--- src/common/fcp_pkg.sv ---
package fcp_pkg;

  // ----------------------------------------------------------------
  // register map (index times four is the byte address)
  // ----------------------------------------------------------------
  localparam logic [7:0] IDX_CONFIG = 8'h03;
  localparam logic [7:0] IDX_PROT = 8'h04;
  localparam logic [7:0] IDX_STATUS = 8'h05;
  localparam logic [7:0] ADDR_CONFIG = {IDX_CONFIG[5:0], 2'b00};
  localparam logic [7:0] ADDR_PROT = {IDX_PROT[5:0], 2'b00};
  localparam logic [7:0] ADDR_STATUS = {IDX_STATUS[5:0], 2'b00};

  // ----------------------------------------------------------------
  // field positions and reset values
  // ----------------------------------------------------------------
  localparam int CFG_BEIE_BIT = 7;
  localparam int CFG_DONEIE_BIT = 6;
  localparam int CFG_KEY_BIT = 5;
  localparam logic [7:0] CFG_MASK = 8'he0;
  localparam logic [7:0] CFG_RST = 8'h00;
  localparam int PROT_OPEN_BIT = 7;
  localparam int PROT_HDIS_BIT = 5;
  localparam int PROT_SIZE_LSB = 3;
  localparam logic [7:0] PROT_RST = 8'hff;
  localparam int STAT_VIOL_BIT = 5;
  localparam logic [1:0] BACKDOOR_ENABLE_FIELD_ON = 2'h2;
  localparam logic [15:0] NV_PROT_ADDR = 16'hff0d;
  localparam logic [1:0] RESP_OK = 2'h0;
  localparam logic [1:0] RESP_SLVERR = 2'h2;

  // ----------------------------------------------------------------
  // high range bases and scenario numbers
  // ----------------------------------------------------------------
  localparam logic [15:0] HI_BASE_2K = 16'hf800;
  localparam logic [15:0] HI_BASE_4K = 16'hf000;
  localparam logic [15:0] HI_BASE_8K = 16'he000;
  localparam logic [15:0] HI_BASE_16K = 16'hc000;
  localparam logic [1:0] SCN_UNPROT_HI = 2'h0;
  localparam logic [1:0] SCN_FULL = 2'h1;
  localparam logic [1:0] SCN_PROT_HI = 2'h2;
  localparam logic [1:0] SCN_NONE = 2'h3;

  typedef enum logic {FCP_LOAD, FCP_RUN} fcp_phase_t;

  // avalon request from the master
  typedef struct packed {
    logic read;
    logic write;
    logic [7:0] address;
    logic [31:0] writedata;
    logic [3:0] byteenable;
  } fcp_avs_req_t;

  // program or erase request from the command engine
  typedef struct packed {
    logic req;
    logic prog_erase;
    logic mass;
    logic [15:0] addr;
  } fcp_cmd_t;

  // scenario number from open bit and disable bit
  function automatic logic [1:0] fcp_scen(input logic [7:0] p);
    fcp_scen = {p[PROT_OPEN_BIT], p[PROT_HDIS_BIT]};
  endfunction : fcp_scen

  function automatic logic fcp_trans_ok(input logic [1:0] from,
                                        input logic [1:0] to);
    case (from)
      SCN_UNPROT_HI: fcp_trans_ok = (to == SCN_UNPROT_HI) || (to == SCN_FULL);
      SCN_FULL: fcp_trans_ok = (to == SCN_FULL);
      SCN_PROT_HI: fcp_trans_ok = (to == SCN_FULL) || (to == SCN_PROT_HI);
      default: fcp_trans_ok = 1'b1;
    endcase
  endfunction : fcp_trans_ok

  function automatic logic fcp_in_high(input logic [15:0] a,
                                       input logic [1:0] size);
    case (size)
      2'h0: fcp_in_high = (a >= HI_BASE_2K);
      2'h1: fcp_in_high = (a >= HI_BASE_4K);
      2'h2: fcp_in_high = (a >= HI_BASE_8K);
      default: fcp_in_high = (a >= HI_BASE_16K);
    endcase
  endfunction : fcp_in_high

endpackage : fcp_pkg

--- src/hw/fcp_top.sv ---
// How it works
// - config keeps only three enable bits
// - key gate writable only with key enabled
// - only pattern 10 enables key access
// - buffer-empty flag and enable raise request
// - all-done flag and enable raise request
// - key gate steers array writes and reads
// - protection loaded from 0xFF0D after reset
// - open bit may only go 1 to 0
// - size writable only while disable bit set
// - scenario decoded from open and disable
// - size selects 2K to 16K high range
// - protected program or erase sets violation
// - mass erase needs open and disable set
// - illegal protection write leaves register unchanged
// - allowed scenario transition table
// - readback equals enforced protection
// - protection changeable at run time
// - violation blocks launches; write one clears
//
// Added by the designer: the Avalon-MM interface to the registers.
module fcp_top
  import fcp_pkg::*;
(
  // clock and reset
  input wire logic clk_sys_i,
  input wire logic srst_i,
  // avalon slave
  input wire fcp_avs_req_t avs_req_i,
  output logic [31:0] avs_readdata_o,
  output logic [1:0] avs_response_o,
  output logic avs_waitrequest_o,
  // nonvolatile protection byte fetch
  output logic nv_rd_req_o,
  output logic [15:0] nv_rd_addr_o,
  input wire logic nv_rd_valid_i,
  input wire logic [7:0] nv_rd_data_i,
  // security and status flags
  input wire logic [1:0] backdoor_enable_field_i,
  input wire logic buf_empty_flag_i,
  input wire logic all_done_flag_i,
  // flash array access
  input wire logic arr_wr_i,
  output logic seq_start_o,
  output logic key_wr_o,
  output logic arr_rd_invalid_o,
  // command gate
  input wire fcp_cmd_t cmd_i,
  output logic cmd_launch_o,
  output logic prot_violation_flag_o,
  // interrupt requests
  output logic buf_empty_irq_o,
  output logic all_done_irq_o
);

  typedef struct packed {
    fcp_phase_t phase;
    logic wait_req;
    logic [7:0] rdata;
    logic [1:0] resp;
    logic [7:0] config_reg;
    logic [7:0] protection_reg;
    logic viol;
    logic launch;
    logic seq_start;
    logic key_wr;
    logic irq_be;
    logic irq_done;
    logic nv_req;
  } fcp_state_t;

  localparam fcp_state_t ST_RST = '{
    phase: FCP_LOAD,
    wait_req: 1'b1,
    rdata: 8'h00,
    resp: RESP_OK,
    config_reg: CFG_RST,
    protection_reg: PROT_RST,
    viol: 1'b0,
    launch: 1'b0,
    seq_start: 1'b0,
    key_wr: 1'b0,
    irq_be: 1'b0,
    irq_done: 1'b0,
    nv_req: 1'b1
  };

  fcp_state_t st_r;
  fcp_state_t st_nxt;
  logic chk_valid;
  logic chk_hit;
  logic acc;
  logic wr_lo;
  logic [7:0] wd;
  logic [7:0] pw;

  // ----------------------------------------------------------------
  // access checker
  // ----------------------------------------------------------------
  fcp_prot_chk i_fcp_prot_chk (
    .clk_sys_i(clk_sys_i),
    .srst_i(srst_i),
    .prot_i(st_r.protection_reg),
    .cmd_i(cmd_i),
    .valid_o(chk_valid),
    .hit_o(chk_hit)
  );

  // ----------------------------------------------------------------
  // next state
  // ----------------------------------------------------------------
  always_comb begin
    st_nxt = st_r;
    acc = (avs_req_i.read || avs_req_i.write) && !st_r.wait_req;
    wr_lo = acc && avs_req_i.write && avs_req_i.byteenable[0];
    wd = avs_req_i.writedata[7:0];
    pw = st_r.protection_reg;
    st_nxt.launch = 1'b0;
    st_nxt.seq_start = 1'b0;
    st_nxt.key_wr = 1'b0;

    // nonvolatile fetch; the bus stalls until it lands
    if (st_r.phase == FCP_LOAD && nv_rd_valid_i) begin
      st_nxt.protection_reg = nv_rd_data_i;
      st_nxt.phase = FCP_RUN;
      st_nxt.nv_req = 1'b0;
    end

    // one wait cycle, then a single answer cycle
    st_nxt.wait_req = !(st_r.phase == FCP_RUN && st_r.wait_req &&
                        (avs_req_i.read || avs_req_i.write));
    if (st_r.wait_req) begin
      st_nxt.resp = RESP_OK;
      st_nxt.rdata = 8'h00;
      case (avs_req_i.address)
        ADDR_CONFIG: st_nxt.rdata = st_r.config_reg & CFG_MASK;
        ADDR_PROT: st_nxt.rdata = st_r.protection_reg;
        ADDR_STATUS: st_nxt.rdata[STAT_VIOL_BIT] = st_r.viol;
        default: st_nxt.resp = RESP_SLVERR;
      endcase
    end

    // config write: key gate kept unless backdoor access enabled
    if (wr_lo && avs_req_i.address == ADDR_CONFIG) begin
      st_nxt.config_reg = wd & CFG_MASK;
      if (backdoor_enable_field_i != BACKDOOR_ENABLE_FIELD_ON) begin
        st_nxt.config_reg[CFG_KEY_BIT] = st_r.config_reg[CFG_KEY_BIT];
      end
    end

    // protection write; spare bits stay as fetched
    if (wr_lo && avs_req_i.address == ADDR_PROT) begin
      pw[PROT_OPEN_BIT] = wd[PROT_OPEN_BIT];
      pw[PROT_HDIS_BIT] = wd[PROT_HDIS_BIT];
      if (st_r.protection_reg[PROT_HDIS_BIT]) begin
        pw[PROT_SIZE_LSB +: 2] = wd[PROT_SIZE_LSB +: 2];
      end
      // open 0->1 is always an illegal transition, so it drops out here
      if (fcp_trans_ok(fcp_scen(st_r.protection_reg),
                       fcp_scen(pw))) begin
        st_nxt.protection_reg = pw;
      end // else whole write dropped
    end

    // violation flag: write one clears; a hit while the flag is set is refused, so the clear wins
    if (wr_lo && avs_req_i.address == ADDR_STATUS && wd[STAT_VIOL_BIT]) begin
      st_nxt.viol = 1'b0;
    end
    if (chk_valid) begin
      if (st_r.viol || st_r.phase != FCP_RUN) begin
        st_nxt.launch = 1'b0; // refused, nothing recorded
      end else if (chk_hit) begin
        st_nxt.viol = 1'b1;
      end else begin
        st_nxt.launch = 1'b1;
      end
    end

    // array writes steered by the key gate
    if (arr_wr_i) begin
      if (st_r.config_reg[CFG_KEY_BIT]) begin
        st_nxt.key_wr = 1'b1;
      end else begin
        st_nxt.seq_start = 1'b1;
      end
    end

    // interrupt requests, one cycle behind the flags
    st_nxt.irq_be = st_r.config_reg[CFG_BEIE_BIT] && buf_empty_flag_i;
    st_nxt.irq_done = st_r.config_reg[CFG_DONEIE_BIT] &&
                      all_done_flag_i;
  end

  always_ff @(posedge clk_sys_i) begin
    if (srst_i) begin
      st_r <= ST_RST;
    end else begin
      st_r <= st_nxt;
    end
  end

  // ----------------------------------------------------------------
  // outputs
  // ----------------------------------------------------------------
  assign avs_readdata_o = {24'h000000, st_r.rdata};
  assign avs_response_o = st_r.resp;
  assign avs_waitrequest_o = st_r.wait_req;
  assign nv_rd_req_o = st_r.nv_req;
  assign nv_rd_addr_o = NV_PROT_ADDR;
  assign seq_start_o = st_r.seq_start;
  assign key_wr_o = st_r.key_wr;
  assign arr_rd_invalid_o = st_r.config_reg[CFG_KEY_BIT];
  assign cmd_launch_o = st_r.launch;
  assign prot_violation_flag_o = st_r.viol;
  assign buf_empty_irq_o = st_r.irq_be;
  assign all_done_irq_o = st_r.irq_done;
endmodule : fcp_top

--- src/hw/fcp_prot_chk.sv ---
// ------------------------------------------------------------------
// access checker: one registered verdict per program/erase request
// ------------------------------------------------------------------
module fcp_prot_chk
  import fcp_pkg::*;
(
  // clock and reset
  input wire logic clk_sys_i,
  input wire logic srst_i,
  // enforced protection and request
  input wire logic [7:0] prot_i,
  input wire fcp_cmd_t cmd_i,
  // verdict
  output logic valid_o,
  output logic hit_o
);

  typedef struct packed {
    logic valid;
    logic hit;
  } fcp_chk_state_t;

  fcp_chk_state_t st_r;
  fcp_chk_state_t st_nxt;
  logic in_hi;
  logic [1:0] scen;

  // ----------------------------------------------------------------
  // decode
  // ----------------------------------------------------------------
  // verdict is taken from the very register software reads back
  always_comb begin
    st_nxt = st_r;
    in_hi = fcp_in_high(cmd_i.addr, prot_i[PROT_SIZE_LSB +: 2]);
    scen = fcp_scen(prot_i);
    st_nxt.valid = cmd_i.req;
    st_nxt.hit = 1'b0;
    if (cmd_i.mass) begin
      st_nxt.hit = (scen != SCN_NONE);
    end else if (cmd_i.prog_erase) begin
      case (scen)
        SCN_NONE: st_nxt.hit = 1'b0;
        SCN_PROT_HI: st_nxt.hit = in_hi;
        SCN_FULL: st_nxt.hit = 1'b1;
        default: st_nxt.hit = !in_hi;
      endcase
    end
  end

  always_ff @(posedge clk_sys_i) begin
    if (srst_i) begin
      st_r <= '0;
    end else begin
      st_r <= st_nxt;
    end
  end

  assign valid_o = st_r.valid;
  assign hit_o = st_r.hit;

endmodule : fcp_prot_chk

--- config.mk ---
export PLATFORM = sky130hd
export DESIGN_NAME = fcp_top
export DESIGN_NICKNAME = d
export VERILOG_FILES = /design/src/common/fcp_pkg.sv /design/src/hw/fcp_top.sv /design/src/hw/fcp_prot_chk.sv
export SDC_FILE = /design/constraint.sdc
export NUM_CORES = 1
export LEC_CHECK = 0
export BUFFER_PORTS_ARGS = -buffer_cell sky130_fd_sc_hd__buf_2
export CORE_MARGIN = 8
export CORE_UTILIZATION = 38
export CTS_CLUSTER_SIZE = 28
export DETAILED_ROUTE_END_ITERATION = 8
export GPL_TIMING_DRIVEN = 0
export HOLD_SLACK_MARGIN = 0.12
export PLACE_DENSITY = 0.78
export REMOVE_ABC_BUFFERS = 1
export SLEW_MARGIN = 40
export SYNTH_ARGS = -nofsm -noshare
export SYNTH_HDL_FRONTEND = slang
export SYNTH_HIERARCHICAL = 1
export SYNTH_SLANG_ARGS = --single-unit
--- constraint.sdc ---
create_clock -name clk_sys_i -period 4.8 [get_ports clk_sys_i]
set_clock_uncertainty 0.1 [all_clocks]
set_input_delay 0.48 -clock clk_sys_i [delete_from_list [all_inputs] [get_ports clk_sys_i]]
set_output_delay 0.48 -clock clk_sys_i [all_outputs]
set_load 0.05 [all_outputs]
==> run metrics, run 1 <==
outcome=finished clean; Worst-Skew Late Latency=0.28 ns; Post-CTS Resized=0; DRC=0; Initial Util=39.9%; Critical Path AT=between 2 and 2.5 ns; die area=0.00703 mm^2; Comb pwr share=between 10% and 20%; Psw=207 uW; io pins=140; clk sink count=31; hpwl dp=3310 um; largest net degree at the start of global routing=25; layout cells sized above 1=29.1%; CTS root buf=clkbuf_8; crit path kind=flip-flop to flip-flop; crit-path cells=nor4_1 -> nand4_1 -> a2111o_1 -> and2_4 -> a221o_1; drt first pass iters=4; Synth Area per Inst=8.93 um^2; layout overhead on the synthesized area=11.5%; CP required=slightly below 5 ns; Place WS=2.49 ns; RSZ-0062 raised after global routing=false; synth warn=6; Sw Ratio=30.9%; Worst Setup Start Kind=flip-flop; wirelength, routed=4160 um; gr ovfl total=0; Starting DRT DRC Count=74; Synth Register Bits=31; final worst slack=approximately 2.5 ns; CP max FO=18; CTS buffer count=5; commonest non-fill, non-tap cell in the layout=buf_2; cell taking the most area after synthesis=dfxtp_1; Avg Vias per Cell=approximately 4.7; Tmin final=2.30 ns; H-Tree Depth=2; Multi-input gate area=around 860 um^2; Worst Setup End Kind=flip-flop; CP max-delay cell=dfxtp_1; most frequent cells in the layout=buf_2 (57), conb_1 (41), dfxtp_1 (31), nor2_1 (16), a21oi_1 (11); Core Area=0.00438 mm^2; post-CTS setup buffer count=0; initial antenna violation count=0; CP max stage delay=0.51 ns; global-route wire length before repair=~7000 um; setup TNS=0 ns; Post-synth EDFFs=0; Syn Std Cell Area=0.00175 mm^2; GP Congestion=0.790; maximum clock frequency=0.436 GHz; Leak=0.000968 uW; pwr dens=343 mW/mm^2; fin nets=324; WL/cell=14.1 um; share of power burned in registers=between 40% and 50%; Peak VDD IR=168 uV; I/O Buffers=57; Hold WC Path Type=input pin to flip-flop; final slew viol count=0; Seq. cell area=621 um^2; Fillers=approximately 450; post-route core utilization=44.5%; number of global-route vias before repair=1485; Yosys top cell area share=35.5%; CTS tree=yes; Post-Syn Instances=between 150 and 200; via count=roughly 1400; internal power=463 uW; Netlist cell types=45; clock buffer depth=2; share of the clock period used by the worst path=about 48%; Slew headroom=56.5%; Max-cap violations=0; Die W=approximately 84 um; reg-to-reg slack, setup=2.50 ns; Post-DRT Antenna Nets=0; CTS clk-pin slew, worst paths=0.07 ns; largest cells by area after synthesis=dfxtp_1 (35%), buf_4 (21%), mux2i_1 (3.4%); Final setup viols=0; Die Y=83.9 um; Top FF cell, synth=dfxtp_1; GRT Total Usage=11.8%; sequential-to-total area share from yosys stat=35.5%; Row Count=24; ANT cells=0; Final Hold Fails=0; clock power share=a little under 40%; worst slew pin tran=0.652 ns; Async S/R FF share, synth=0%; Hold Buf Count CTS=0
Yosys cell counts (3+ instances only):
cell type	number
buf_4	50
and2b_1	3
nand3b_1	3
nand2_1	5
a21oi_1	11
mux2i_1	6
nand3_1	3
o21ai_0	4
dfxtp_1	31
a21boi_0	4
a211o_1	4
and3_1	4
nor2_1	16
nor2b_1	7
nand2b_1	4
worst paths after layout:
kind                       end              start  cells after the start
min                      pw[2]    nv_rd_data_i[2]                      2
max reg2reg           st_r[10]  avs_waitrequest_o                      5
max                   st_r[10]  avs_waitrequest_o                      5
min reg2reg  avs_readdata_o[7]  avs_readdata_o[7]                      2
registers in the layout, summed over array words and instances, names as in the netlist:
signal / count
pw: 4
cmd_launch_o: 1
prot_violation_flag_o: 1
i_fcp_prot_chk/valid_o: 1
all_done_irq_o: 1
avs_waitrequest_o: 1
nv_rd_req_o: 1
key_wr_o: 1
arr_rd_invalid_o: 1
buf_empty_irq_o: 1
avs_response_o: 1
seq_start_o: 1
st_r: 7
i_fcp_prot_chk/hit_o: 1
avs_readdata_o: 8
layer usage:
| metal | vias to the layer above | GRT usage, % | wire length, um |
|---|---|---|---|
| met2 | 55 | 20.6 | 2060 |
| li1 | 685 | - | - |
| met3 | 8 | 5.47 | 386 |
| met5 | - | 0 | 0 |
| met1 | 655 | 11.9 | 1660 |
| met4 | 0 | 4.71 | 55 |
cell families (layout without fill, tap and decap cells):
| kind of cell | after synthesis | count (layout) | share of synthesized area (%) |
|---|---|---|---|
| flops | 31 | 31 | 35.5 |
| mux | 8 | 8 | 4.72 |
| buf+inv | 58 | 67 | 24.0 |
| simple gates | 57 | 57 | 18.5 |
| other cells | 2 | 41 | 0.429 |
| compound gates | 40 | 40 | 16.9 |
power by group through the flow:
stage	clock, uW	combinational (uW)	sequential (uW)
2_1_floorplan	0	94.5	287
6_report	263	132	275
3_3_place_gp	0	130	280
5_1_grt	284	141	276
3_5_place_dp	0	131	281
4_1_cts	271	131	275
through the flow:
stage	std cells	power, uW	hold slack (ns)	area (um^2)
CTS	296	677	0.290	1950
finish	296	670	0.299	1950
global placement	288	410	0.353	1830
floorplan	179	381	0.329	1480
global route	296	702	0.308	1950
detailed placement	288	412	0.359	1830
area by class of cell:
cell class / instances / area share (%)
well taps: 52 / 3.33
inverters: 2 / 0.385
multi-input cells: 146 / 43.8
repair buffers: 57 / 14.6
clock buffers: 6 / 4.23
flip-flops and latches: 31 / 31.8
clock inverters: 2 / 1.79
critical path, delay by kind of cell (launching register included):
kind | cells | cell delay [ns]
AND/OR/NAND/NOR | 3 | 0.77
flip-flops | 1 | 0.51
AO/OA/AOI/OAI | 2 | 0.79
Power figures use the tool's default switching activity.
==> inputs of run 2 (changes only) <==
==> constraint.sdc (replaced) <==
create_clock -name clk_sys_i -period 2.4 [get_ports clk_sys_i]
set_clock_uncertainty 0.1 [all_clocks]
set_input_delay 0.24 -clock clk_sys_i [delete_from_list [all_inputs] [get_ports clk_sys_i]]
set_output_delay 0.24 -clock clk_sys_i [all_outputs]
set_load 0.05 [all_outputs]
==> run metrics, run 2 (synthesized netlist as in run 1, its figures left out) <==
H-Tree Depth=2 (unchanged); Critical Path AT=2.25 ns (was 2.36 ns); share of power burned in registers=40.5% (was 41.0%); die area=0.00703 mm^2 (unchanged); Avg Vias per Cell=4.75 (was 4.74); Final Hold Fails=0 (unchanged); CP max FO=8 (was 18); DRC=0 (unchanged); CTS clk-pin slew, worst paths=0.07 ns (about the same); met3 global-route usage=5.37% (was 5.47%); Sw Ratio=30.7% (was 30.9%); crit-path cells=dlygate4sd3_1 -> buf_2 -> nor2b_1 -> o21ai_0 -> a2111o_1 -> and2_4 -> a221o_1 (was nor4_1 -> nand4_1 -> a2111o_1 -> and2_4 -> a221o_1); Tmin final=approximately 2.2 ns; setup TNS=0 ns (unchanged); Final setup viols=0 (unchanged); Max-cap violations=0 (unchanged); WL/cell=13.9 um (was 14.1 um); dpl cells=288 (unchanged); maximum clock frequency=0.457 GHz; Die Y=83.9 um (unchanged); gr ovfl total=0 (unchanged); outcome=finished clean (unchanged); CP delay by family, top=compound AO/OA/AOI/OAI gates (unchanged); Peak VDD IR=347 uV (was 168 uV); final slew viol count=0 (unchanged); commonest non-fill, non-tap cell in the layout=buf_2 (unchanged); Core Area=0.00438 mm^2 (unchanged); Initial Util=39.9% (unchanged); largest net degree at the start of global routing=25 (unchanged); Comb pwr share=20.9% (was 19.8%); CTS root buf=clkbuf_8 (unchanged); GR peak layer=met2 (unchanged); drt first pass iters=4 (unchanged); crit path kind=input pin to flip-flop (was flip-flop to flip-flop); Post-DRT Antenna Nets=0 (unchanged); Psw=417 uW (was 207 uW); layout cells sized above 1=27.8% (was 29.1%); routing usage on met1=12.1% (was 11.9%); met2 Usage GRT=22.2% (was 20.6%); Buf+Inv Stages, Crit Path=2 (was 0); hpwl dp=3310 um (unchanged); Cell Count, Final, Fillers Out=311 (was 296); CP required=2.47 ns (was 4.87 ns); CP max stage delay=0.56 ns (was 0.51 ns); Worst Setup Start Kind=input pin (was flip-flop); clock buffer depth=2 (unchanged); global-route wire length before repair=7200 um (was 6890 um); CTS buffer count=5 (unchanged); number of global-route vias before repair=1580 (was 1485); via count=1477 (was 1403); CTS tree=yes (unchanged); Leak=0.00103 uW (was 0.000968 uW); wirelength, routed=4310 um (was 4160 um); RSZ-0062 raised after global routing=false (unchanged); GRT Total Usage=12.4% (was 11.8%); io pins=140 (unchanged); clk sink count=31 (unchanged); GP Congestion=0.790 (unchanged); pwr dens=646 mW/mm^2 (was 343 mW/mm^2); Hold WC Path Type=input pin to flip-flop (unchanged); ANT cells=0 (unchanged); Slew headroom=55.6% (was 56.5%); max FFs per register=8 (unchanged); initial antenna violation count=0 (unchanged); worst slew pin tran=0.664 ns (was 0.652 ns); layout overhead on the synthesized area=20.2% (was 11.5%); share of the clock period used by the worst path=91.2%; Worst Setup End Kind=flip-flop (unchanged); clock power share=38.6% (was 39.3%); Row Count=24 (unchanged); most frequent cells in the layout=buf_2 (57), conb_1 (41), dfxtp_1 (30), nor2_1 (16), dlygate4sd3_1 (15) (was buf_2 (57), conb_1 (41), dfxtp_1 (31), nor2_1 (16), a21oi_1 (11)); Worst-Skew Late Latency=0.28 ns (about the same); Die W=83.9 um (unchanged); internal power=941 uW (was 463 uW); fin nets=339 (was 324); CP max-delay cell=a2111o_1 (was dfxtp_1); I/O Buffers=57 (unchanged); Starting DRT DRC Count=66 (was 74)
## run 2: changes by cell type in the layout (fill, tap and decap cells not counted)
cell	previous run	this run
dlygate4sd3_1	0	15
dfxtp_1	31	30
dfxtp_2	0	1
## run 2: area by class of cell
type	count	area (um^2)
inverters	2	7.51
multi-input cells	146	856
clock buffers	6	82.6
flip-flops and latches	31	622
clock inverters	2	35.0
fillers	456	2280
repair buffers	72	435
well taps	52	65.1
## run 2: power groups by stage
stage / logic (uW) / clock network, uW / registers [uW]
3_3_place_gp: 260 / 0 / 560
2_1_floorplan: 189 / 0 / 573
4_1_cts: 282 / 542 / 550
6_report: 284 / 524 / 550
5_1_grt: 304 / 566 / 552
3_5_place_dp: 263 / 0 / 561
## run 2: what timing repair did
action                                 in CTS  in global routing
buffers inserted                            0                  0
gates resized for setup                     0                  1
setup endpoints to repair                   0                  2
endpoints found under the hold margin      15                  0
hold buffers                               15                  0
## run 2: tightest hold or removal path: stages
cell and delay, ns:
buf_2 0.08, a21o_1 0.10, a221o_1 0.09
## run 2: routing by layer
layer | wire length [um] | share of wire (%) | up-vias
met1 | 1670 | 39 | 698
met2 | 2200 | 51 | 57
met3 | 377 | 8.8 | 8
li1 | - | - | 714
met5 | 0 | 0 | -
met4 | 55 | 1.3 | 0
## run 2: per-stage QoR
step	setup slack, ns	util [%]	instance area, um^2	hold WS [ns]	total power (uW)
6_report	0.212	48.0	2100	0.148	1360
4_1_cts	0.0690	47.9	2100	0.134	1370
2_1_floorplan	0.232	-	1480	0.209	762
5_1_grt	0.106	48.0	2100	0.155	1420
3_5_place_dp	0.0994	41.8	1830	0.346	824
3_3_place_gp	0.149	41.8	1830	0.344	820
## run 2: worst paths after layout
kind / endpoint / startpoint / slack [ns] / cells past startpoint
setup reg to reg: st_r[10] / avs_waitrequest_o / 0.24 / 5
hold / removal: st_r[11] / avs_req_i[8] / 0.15 / 3
setup / recovery: st_r[10] / avs_req_i[11] / 0.21 / 7
hold reg to reg: avs_readdata_o[6] / avs_readdata_o[6] / 0.37 / 2
==> inputs of run 3 (changes only) <==
--- a/config.mk
+++ b/config.mk
@@ -6,8 +6,9 @@
 export NUM_CORES = 1
 export LEC_CHECK = 0
 export BUFFER_PORTS_ARGS = -buffer_cell sky130_fd_sc_hd__buf_2
-export CORE_MARGIN = 8
+export CORE_MARGIN = 5
 export CORE_UTILIZATION = 38
+export CTS_BUF_LIST = sky130_fd_sc_hd__clkbuf_16
 export CTS_CLUSTER_SIZE = 28
 export DETAILED_ROUTE_END_ITERATION = 8
 export GPL_TIMING_DRIVEN = 0
==> run metrics, run 3 (synthesized netlist as in run 1, its figures left out) <==
outcome=finished clean (unchanged); layout overhead on the synthesized area=19.9% (was 20.2%); clk sink count=31 (unchanged); GRT Total Usage=12.9% (was 12.4%); Die W=77.9 um (was 83.9 um); Worst-Skew Late Latency=0.27 ns (was 0.28 ns); Core Area=0.00441 mm^2 (was 0.00438 mm^2); number of global-route vias before repair=1327 (was 1580); global-route wire length before repair=6120 um (was 7200 um); die area=0.00606 mm^2 (was 0.00703 mm^2); dpl cells=288 (unchanged); Critical Path AT=2.29 ns (was 2.25 ns); CTS tree=yes (unchanged); Leak=0.00103 uW (about the same); Slew headroom=60.6% (was 55.6%); Die Y=77.9 um (was 83.9 um); Hold Path Depth=2 (was 3); RSZ-0062 raised after global routing=false (unchanged); via count=1435 (was 1477); Worst Setup Start Kind=flip-flop (was input pin); share of the clock period used by the worst path=92.7% (was 91.2%); Post-CTS Resized=0 (unchanged); largest net degree at the start of global routing=25 (unchanged); ANT cells=0 (unchanged); drt first pass iters=4 (unchanged); pwr dens=668 mW/mm^2 (was 646 mW/mm^2); fin nets=337 (was 339); initial antenna violation count=0 (unchanged); R2R depth=5 (unchanged); hpwl dp=3050 um (was 3310 um); Row Count=24 (unchanged); CTS buffer count=5 (unchanged); Avg Vias per Cell=4.66 (was 4.75); I/O Buffers=57 (unchanged); clock buffer depth=2 (unchanged); Starting DRT DRC Count=104 (was 66); commonest non-fill, non-tap cell in the layout=buf_2 (unchanged); Post-DRT Antenna Nets=0 (unchanged); Cell Count, Final, Fillers Out=308 (was 311); Peak VDD IR=248 uV (was 347 uV); final slew viol count=0 (unchanged); Max-cap violations=0 (unchanged); wirelength, routed=3910 um (was 4310 um); Tmin final=2.22 ns (was 2.19 ns); CP max FO=18 (was 8); maximum clock frequency=0.449 GHz (was 0.457 GHz); Final Hold Fails=0 (unchanged); Initial Util=39.7% (was 39.9%); Worst Setup End Kind=flip-flop (unchanged); Hold WC Path Type=input pin to flip-flop (unchanged); crit path kind=flip-flop to flip-flop (was input pin to flip-flop); DRC=0 (unchanged); gr ovfl total=0 (unchanged); worst slew pin tran=0.590 ns (was 0.664 ns); most frequent cells in the layout=buf_2 (57), conb_1 (41), dfxtp_1 (31), nor2_1 (16), dlygate4sd3_1 (13) (was buf_2 (57), conb_1 (41), dfxtp_1 (30), nor2_1 (16), dlygate4sd3_1 (15)); CTS root buf=clkbuf_16 (was clkbuf_8); CTS clk-pin slew, worst paths=0.05 ns (was 0.07 ns); hold slack final=0.144 ns (was 0.148 ns); setup TNS=0 ns (unchanged); WL/cell=12.7 um (was 13.9 um); H-Tree Depth=2 (unchanged); CP required=2.46 ns (was 2.47 ns); GP Congestion=0.742 (was 0.790); max FFs per register=8 (unchanged); io pins=140 (unchanged); layout cells sized above 1=27.0% (was 27.8%); Final setup viols=0 (unchanged)
run 3: report_power, final:
group	leakage, uW	switching, uW	internal [uW]
clock network	0.0000671	201	370
logic	0.000708	209	71.2
registers	0.000254	16.6	534
run 3: worst paths after layout:
| kind | startpoint | end | slack [ns] |
|---|---|---|---|
| max | avs_waitrequest_o | st_r[11] | 0.18 |
| min | avs_req_i[44] | avs_waitrequest_o | 0.14 |
| max reg2reg | avs_waitrequest_o | st_r[11] | 0.18 |
| min reg2reg | avs_readdata_o[6] | avs_readdata_o[6] | 0.37 |
run 3: final cells by class:
cell class | count | area, um^2
repair buffers | 70 | 415
fillers | 433 | 2320
flip-flops and latches | 31 | 621
multi-input cells | 146 | 856
inverters | 2 | 7.51
well taps | 52 | 65.1
clock inverters | 2 | 8.76
clock buffers | 5 | 125
run 3: timing repair:
action | in CTS | in global routing
hold buffers | 13 | 0
hold endpoints to repair | 13 | 0
setup buffers | 0 | 0
run 3: worst max-delay path, stage by stage, from the launching register on:
cell,delay (ns)
dfxtp_1,0.49
nor4_1,0.34
nand4_1,0.18
a2111o_1,0.45
and2_4,0.22
a221o_1,0.34
run 3: stage by stage:
step                      utilization, %  instance area [um^2]  worst slack [ns]  power (uW)
after floorplan                        -                  1480             0.232         762
after global placement              41.6                  1830             0.181         820
after detailed placement            41.6                  1830             0.150         823
after CTS                           47.5                  2100             0.158        1420
after global routing                47.5                  2100            0.0451        1470
final                               47.5                  2100             0.175        1400
run 3: per-layer routing:
metal	routed length, um	share of wire [%]	vias up	global-route usage [%]
li1	-	-	708	-
met1	1490	38	654	14.1
met2	1890	48	66	21.5
met3	460	12	7	5.44
met4	72	1.8	0	5.67
met5	0	0	-	0
